File: src/uco_params.svh
// constants for the cell output port
`ifndef UCO_PARAMS_SVH
`define UCO_PARAMS_SVH
`define UCO_BYTE_W       8
`define UCO_BYTE_RST     8'h00
`define UCO_ROLE_ATM     1'b0
`define UCO_LINK_MAX_MHZ 33
`define UCO_SYS_MHZ      100
`define UCO_LINK_MIN_CYC (`UCO_SYS_MHZ / `UCO_LINK_MAX_MHZ)
// sampled pin vector: bit positions and idle levels
`define UCO_PIN_N        5
`define UCO_PIN_CLK      0
`define UCO_PIN_ROLE     1
`define UCO_PIN_EN       2
`define UCO_PIN_FULL     3
`define UCO_PIN_SEL      4
`define UCO_PIN_IDLE     5'h1C
`endif

File: src/uco_pkg.sv
// types for the cell output port
package uco_pkg;
  typedef enum logic [1:0] {
    UCO_IDLE = 2'h1,
    UCO_SEL  = 2'h2
  } uco_sel_t;
  typedef logic [7:0] uco_byte_t;
endpackage : uco_pkg

File: src/uco_cell_out.sv
// byte-wide cell output port with atm or phy layer role
`timescale 1ns/1ns
`include "uco_params.svh"

module uco_cell_out (
  input  wire logic               sys_clk,
  input  wire logic               rst,
  input  wire logic               layer_role_strap,
  input  wire logic               multi_phy_arrangement,
  input  wire logic               cell_out_clock,
  input  wire logic               far_read_enable_n,
  input  wire logic               far_full_n,
  input  wire logic               read_select_n,
  input  wire logic               in_valid,
  input  wire uco_pkg::uco_byte_t in_byte,
  input  wire logic               in_first,
  output logic                    in_ready,
  output uco_pkg::uco_byte_t      cell_byte_out,
  output logic                    cell_byte_oe_n,
  output logic                    cell_start_out,
  output logic                    cell_start_oe_n
);
  import uco_pkg::*;

  // pin sampling: three stages, change taken when stages two and three agree
  logic [`UCO_PIN_N-1:0] pin_s1_r;
  logic [`UCO_PIN_N-1:0] pin_s2_r;
  logic [`UCO_PIN_N-1:0] pin_s3_r;
  logic [`UCO_PIN_N-1:0] pin_r;
  logic [`UCO_PIN_N-1:0] pin_nxt;
  logic [`UCO_PIN_N-1:0] pin_raw;

  assign pin_raw = {read_select_n, far_full_n, far_read_enable_n,
                    layer_role_strap, cell_out_clock};

  always_comb begin
    for (int i = 0; i < `UCO_PIN_N; i++) begin
      pin_nxt[i] = (pin_s2_r[i] == pin_s3_r[i]) ? pin_s3_r[i] : pin_r[i];
    end
    if (rst) begin
      pin_nxt = `UCO_PIN_IDLE;
      // strap is followed through reset so the reset drive matches the role
      pin_nxt[`UCO_PIN_ROLE] = pin_s3_r[`UCO_PIN_ROLE];
    end
  end

  always_ff @(posedge sys_clk) begin
    pin_s1_r <= pin_raw;
    pin_s2_r <= pin_s1_r;
    pin_s3_r <= pin_s2_r;
    pin_r    <= pin_nxt;
  end

  logic role_phy;
  logic en_low;
  logic full_low;
  logic sel_low;
  assign role_phy = (pin_r[`UCO_PIN_ROLE] != `UCO_ROLE_ATM);
  assign en_low   = !pin_r[`UCO_PIN_EN];
  assign full_low = !pin_r[`UCO_PIN_FULL];
  assign sel_low  = !pin_r[`UCO_PIN_SEL];

  // control and data state
  logic      clk_prev_r;
  logic      clk_prev_nxt;
  logic      en_prev_low_r;
  logic      en_prev_low_nxt;
  uco_sel_t  sel_r;
  uco_sel_t  sel_nxt;
  logic      stage_vld_r;
  logic      stage_vld_nxt;
  uco_byte_t stage_byte_r;
  uco_byte_t stage_byte_nxt;
  logic      stage_first_r;
  logic      stage_first_nxt;
  logic      ready_r;
  logic      ready_nxt;
  uco_byte_t byte_r;
  uco_byte_t byte_nxt;
  logic      soc_r;
  logic      soc_nxt;
  logic      oe_n_r;
  logic      oe_n_nxt;
  logic      link_rise;
  logic      drive;
  logic      advance;

  always_comb begin
    clk_prev_nxt    = pin_r[`UCO_PIN_CLK];
    link_rise       = pin_r[`UCO_PIN_CLK] && !clk_prev_r;
    en_prev_low_nxt = en_prev_low_r;
    sel_nxt         = sel_r;
    if (link_rise) begin
      en_prev_low_nxt = en_low;
      case (sel_r)
        UCO_IDLE: begin
          if (en_low && !en_prev_low_r && sel_low) begin
            sel_nxt = UCO_SEL;
          end
        end
        UCO_SEL: begin
          if (!en_low || !en_prev_low_r) begin
            sel_nxt = (en_low && sel_low) ? UCO_SEL : UCO_IDLE;
          end
        end
        default: sel_nxt = UCO_IDLE;
      endcase
    end
    // phy role: drive for the link cycle after read enable was seen low, and in multi phy arrangement only while selected
    if (multi_phy_arrangement) begin
      drive = en_low && (sel_nxt == UCO_SEL);
    end else begin
      drive = en_low;
    end
    if (role_phy) begin
      advance = link_rise && drive && stage_vld_r;
    end else begin
      advance = link_rise && !full_low && stage_vld_r;
    end

    stage_vld_nxt   = stage_vld_r && !advance;
    stage_byte_nxt  = stage_byte_r;
    stage_first_nxt = stage_first_r;
    if (in_valid && ready_r) begin
      stage_vld_nxt   = 1'b1;
      stage_byte_nxt  = in_byte;
      stage_first_nxt = in_first;
    end
    ready_nxt = !stage_vld_nxt;

    byte_nxt = byte_r;
    soc_nxt  = soc_r;
    oe_n_nxt = oe_n_r;
    if (link_rise) begin
      soc_nxt = advance && stage_first_r;
      if (advance) begin
        byte_nxt = stage_byte_r;
      end
      oe_n_nxt = role_phy && !drive;
    end
    if (!role_phy) begin
      oe_n_nxt = 1'b0;
    end

    if (rst) begin
      clk_prev_nxt    = 1'b0;
      en_prev_low_nxt = 1'b0;
      sel_nxt         = UCO_IDLE;
      stage_vld_nxt   = 1'b0;
      stage_byte_nxt  = `UCO_BYTE_RST;
      stage_first_nxt = 1'b0;
      ready_nxt       = 1'b0;
      byte_nxt        = `UCO_BYTE_RST;
      soc_nxt         = 1'b0;
      oe_n_nxt        = role_phy;
    end
  end

  always_ff @(posedge sys_clk) begin
    clk_prev_r    <= clk_prev_nxt;
    en_prev_low_r <= en_prev_low_nxt;
    sel_r         <= sel_nxt;
    stage_vld_r   <= stage_vld_nxt;
    stage_byte_r  <= stage_byte_nxt;
    stage_first_r <= stage_first_nxt;
    ready_r       <= ready_nxt;
    byte_r        <= byte_nxt;
    soc_r         <= soc_nxt;
    oe_n_r        <= oe_n_nxt;
  end

  assign in_ready        = ready_r;
  assign cell_byte_out   = byte_r;
  assign cell_start_out  = soc_r;
  assign cell_byte_oe_n  = oe_n_r;
  assign cell_start_oe_n = oe_n_r;
endmodule : uco_cell_out

File: config.mk
export PLATFORM = sky130hd
export DESIGN_NAME = uco_cell_out
export DESIGN_NICKNAME = d
export VERILOG_FILES = /design/src/uco_pkg.sv /design/src/uco_cell_out.sv
export VERILOG_INCLUDE_DIRS = /design/src /design/src/src
export SDC_FILE = /design/constraint.sdc
export NUM_CORES = 1
export LEC_CHECK = 0
export ABC_CLOCK_PERIOD_IN_PS = 2400
export BUFFER_PORTS_ARGS = -buffer_cell sky130_fd_sc_hd__buf_2
export CORE_ASPECT_RATIO = 0.75
export CORE_MARGIN = 5
export CORE_UTILIZATION = 50
export CTS_CLUSTER_DIAMETER = 120
export DETAILED_ROUTE_END_ITERATION = 8
export GPL_TIMING_DRIVEN = 0
export PLACE_DENSITY_LB_ADDON = 0.2
export RECOVER_POWER = 25
export SETUP_SLACK_MARGIN = 0.05
export SLEW_MARGIN = 20
export SYNTH_ARGS = -nofsm -noshare
export SYNTH_HDL_FRONTEND = slang
export SYNTH_SLANG_ARGS = --single-unit
File: constraint.sdc
create_clock -name sys_clk -period 2.4 [get_ports sys_clk]
set_input_delay 0.24 -clock sys_clk [delete_from_list [all_inputs] [get_ports sys_clk]]
set_output_delay 0.24 -clock sys_clk [all_outputs]
set_load 0.005 [all_outputs]
==> results.md <==
- Vias in the first global route: 1379
- First-pass GRT wire length: 6.17 mm
- Final Slew Violations: 0
- # DRC: 0
- Slew of the pin with the lowest slew margin: 0.654 ns
- CTS tree: yes
- Commonest cells after routing, fill and taps aside: 43 x dfxtp_1, 30 x buf_2, 26 x nand2_1, 24 x nor2_1
- CP Capture Type: flip-flop
- PwrDens: 689 mW/mm^2
- GRT Overall Usage: 0.167
- Synthesized flop and latch total: 45
- Starting Density: 0.529
- Die ar.: 0.00485 sq mm
- Row cnt: 18
- Fillers: 267
- Critical Path Max Stage Delay: 0.39 ns
- Hpwl dp: 2.72 mm
- Commonest non-fill, non-tap cell in the layout: dfxtp_1
- Core region area: 0.00336 sq mm
- CP Data Required Time: 2.58 ns
- CTS Buf Count: 5
- First-pass DRT Iterations: 4
- Setup WS pre-CTS: -0.0143 ns
- Period minus WS final: 2.22 ns
- CP startpoint kind: flip-flop
- Hold WC Path Type: input port to flip-flop
- Layout area overhead: 18.1%
- Clock Power Share: 0.342
- Cell area after synthesis: 0.00178 sq mm
- CTS HTree Levels: 2
- Switching Share: 0.246
- Register share of total power: 0.566
- Via count: 1400
- 1st-iter DRT viols: 112
- Ant diodes: 0
- Max-cap violations: 0
- Critical Setup Path Class: flip-flop to flip-flop
- Clock skew: 0.00943 ns
- Layout cells sized above 1: 0.253
- WHS: 0.0469 ns
- Top delay family on crit path: simple AND/OR/NAND/NOR gates
- RSZ-0062 raised after global routing: no
- Hold_buf cts: 0
- Synthesized area per cell: 9.70 sq um
- Combinational fraction of design power: 0.092
- Clock latency on the worst-skew pair: 0.29 ns
- Fmax: 451 MHz
- Reg clk slew, reported paths: 0.09 ns
- Vias per Instance: 5.36
- CP cell instances: inv_1 > ha_1 > or2_2 > o31a_1 > nor3_4 > buf_12 > mux2_2
- Crit-path slowest cell: dfxtp_1
- Data arrival, critical path: 2.40 ns
- NetSw: 0.000356 W
- Part of the Yosys area used for sequential elements: 0.519
- Final nets: 240
- Remaining Overflow, GRT: 0
- DRT Wirelength: 3.68 mm
- Root Buffer: clkbuf_8
- Bufs on Longest Clock Path: 2
- Post-route ant nets: 0
- Final hold vios: 0
- Initial antenna violation count: 0
- Synth unique cells: 37
- Avg WL per Cell: 14.1 um
- Number of buffers added on ports: 29
- Largest net degree at the start of global routing: 16
- DIE HEIGHT: 61.6 um
- Yosys Warn Count: 0
- Buf/Inv on CP: 2
- Max Fanout on Critical Path: 9
- Pint: 0.00109 W
- Leak: 0.929 nW
- Die W: 78.8 um
- Placer Congestion: 0.824
- Post-Synthesis Cells: 183
- Status: finished clean
- Io pins: 30
- Fin Setup TNS: 0 ns
- Peak supply drop: 557 uV
- Final setup vio count: 0
- Worst slew margin: 0.564
- Clock sinks: 45
- Part of the cycle the worst path needs: 0.924
- Final Worst Setup Slack: 0.182 ns
- Mapped Nets: 203
- Final core occ: 0.625
metrics by stage:
step	cells	area (sq um)	total power [W]
floorplan	183	1780	0.000917
global placement	252	1970	0.000959
detailed placement	252	1970	0.000968
CTS	261	2090	0.00145
global route	261	2100	0.00151
finish	261	2100	0.00145
power by group through the flow:
stage               registers (W)  clock network (W)  logic (W)
finish                   0.000818           0.000495   0.000132
detailed placement       0.000836                  0   0.000132
CTS                      0.000818           0.000504   0.000133
global route             0.000825           0.000536   0.000147
floorplan                0.000829                  0  0.0000881
global placement         0.000832                  0   0.000127
kinds of logic after synthesis:
| family | after synthesis | share of synthesized area |
|---|---|---|
| AND/OR/NAND/NOR | 63 | 0.164 |
| flip-flops | 45 | 0.519 |
| AO/OA/AOI/OAI | 36 | 0.125 |
| multiplexers | 24 | 0.141 |
| buffers and inverters | 12 | 0.0324 |
| adder cells (fa/ha/maj) | 2 | 0.0141 |
| XOR/XNOR | 1 | 0.00493 |
flip-flops by register name, indices dropped and copies added (netlist names):
name / flops
pin_s2_r: 5
cell_byte_oe_n: 1
pin_s1_r: 5
cell_byte_out: 8
sel_r: 2
stage_byte_r: 8
pin_r: 5
en_prev_low_r: 1
pin_s3_r: 5
stage_first_r: 1
clk_prev_r: 1
cell_start_out: 1
stage_vld_r: 1
in_ready: 1
synth_stat cells, drive strengths merged:
library cell | n | area share
o22ai | 1 | 0.0035
nor2 | 24 | 0.051
or2 | 1 | 0.0035
a211oi | 1 | 0.0042
buf | 5 | 0.018
o221ai | 1 | 0.0049
o211ai | 1 | 0.0070
o2111ai | 1 | 0.0049
nor4 | 1 | 0.0035
o311a | 1 | 0.0056
xor2 | 1 | 0.0049
or3 | 1 | 0.0063
nor3 | 1 | 0.0092
and2 | 1 | 0.0035
nand2 | 26 | 0.055
nor2b | 3 | 0.011
and3 | 1 | 0.0035
and2b | 2 | 0.0092
a221o | 1 | 0.0063
o311ai | 1 | 0.0049
o31a | 1 | 0.0049
o32a | 1 | 0.0056
mux2i | 16 | 0.090
edfxtp | 2 | 0.034
mux2 | 8 | 0.051
clkbuf | 3 | 0.0063
a21oi | 16 | 0.045
dfxtp | 43 | 0.48
nor3b | 1 | 0.0042
o21ai | 10 | 0.028
inv | 4 | 0.0085
ha | 2 | 0.014
or2b | 1 | 0.0042
layer usage:
| layer | vias to the layer above | GRT usage | share of wire | routed length [um] |
|---|---|---|---|---|
| li1 | 704 | - | - | - |
| met3 | 8 | 0.0599 | 0.071 | 261 |
| met5 | - | 0 | 0 | 0 |
| met1 | 645 | 0.193 | 0.42 | 1560 |
| met2 | 43 | 0.293 | 0.49 | 1810 |
| met4 | 0 | 0.0599 | 0.013 | 48 |
worst register-to-register path, cell delays in order, from the launching register on:
cell and delay, ns:
dfxtp_1 0.39, inv_1 0.08, ha_1 0.32, or2_2 0.29
o31a_1 0.31, nor3_4 0.23, buf_12 0.15, mux2_2 0.33
what timing repair did:
action                     4_1_cts  5_1_grt
hold endpoints to repair         0        0
gates resized for setup          0        1
setup endpoints to repair        8        1
pin swaps                        1        0
setup buffers                    1        0
path summary, 6_finish.rpt:
| kind | slack (ns) | endpoint | startpoint | depth (start not counted) |
|---|---|---|---|---|
| hold reg to reg | 0.33 | pin_s2_r[4]$_DFF_P_ | pin_s1_r[4]$_DFF_P_ | 0 |
| setup reg to reg | 0.18 | cell_byte_out[6]$_SDFFE_PP0P_ | sel_r[0]$_SDFF_PP1_ | 7 |
| setup / recovery | 0.18 | cell_byte_out[6]$_SDFFE_PP0P_ | sel_r[0]$_SDFF_PP1_ | 7 |
| hold / removal | 0.05 | pin_s1_r[3]$_DFF_P_ | far_full_n | 1 |
cell type report:
| type | instances | area [sq um] | area share |
|---|---|---|---|
| Buffer | 8 | 42.5 | 0.0203 |
| Sequential cell | 45 | 921 | 0.439 |
| Timing Repair Buffer | 30 | 165 | 0.0788 |
| Inverter | 4 | 15.0 | 0.00716 |
| Multi-Input combinational cell | 126 | 803 | 0.383 |
| Tap cell | 40 | 50.0 | 0.0239 |
| Clock buffer | 6 | 82.6 | 0.0394 |
| Clock inverter | 2 | 17.5 | 0.00835 |
No activity file was read; power rests on OpenSTA's default activity.
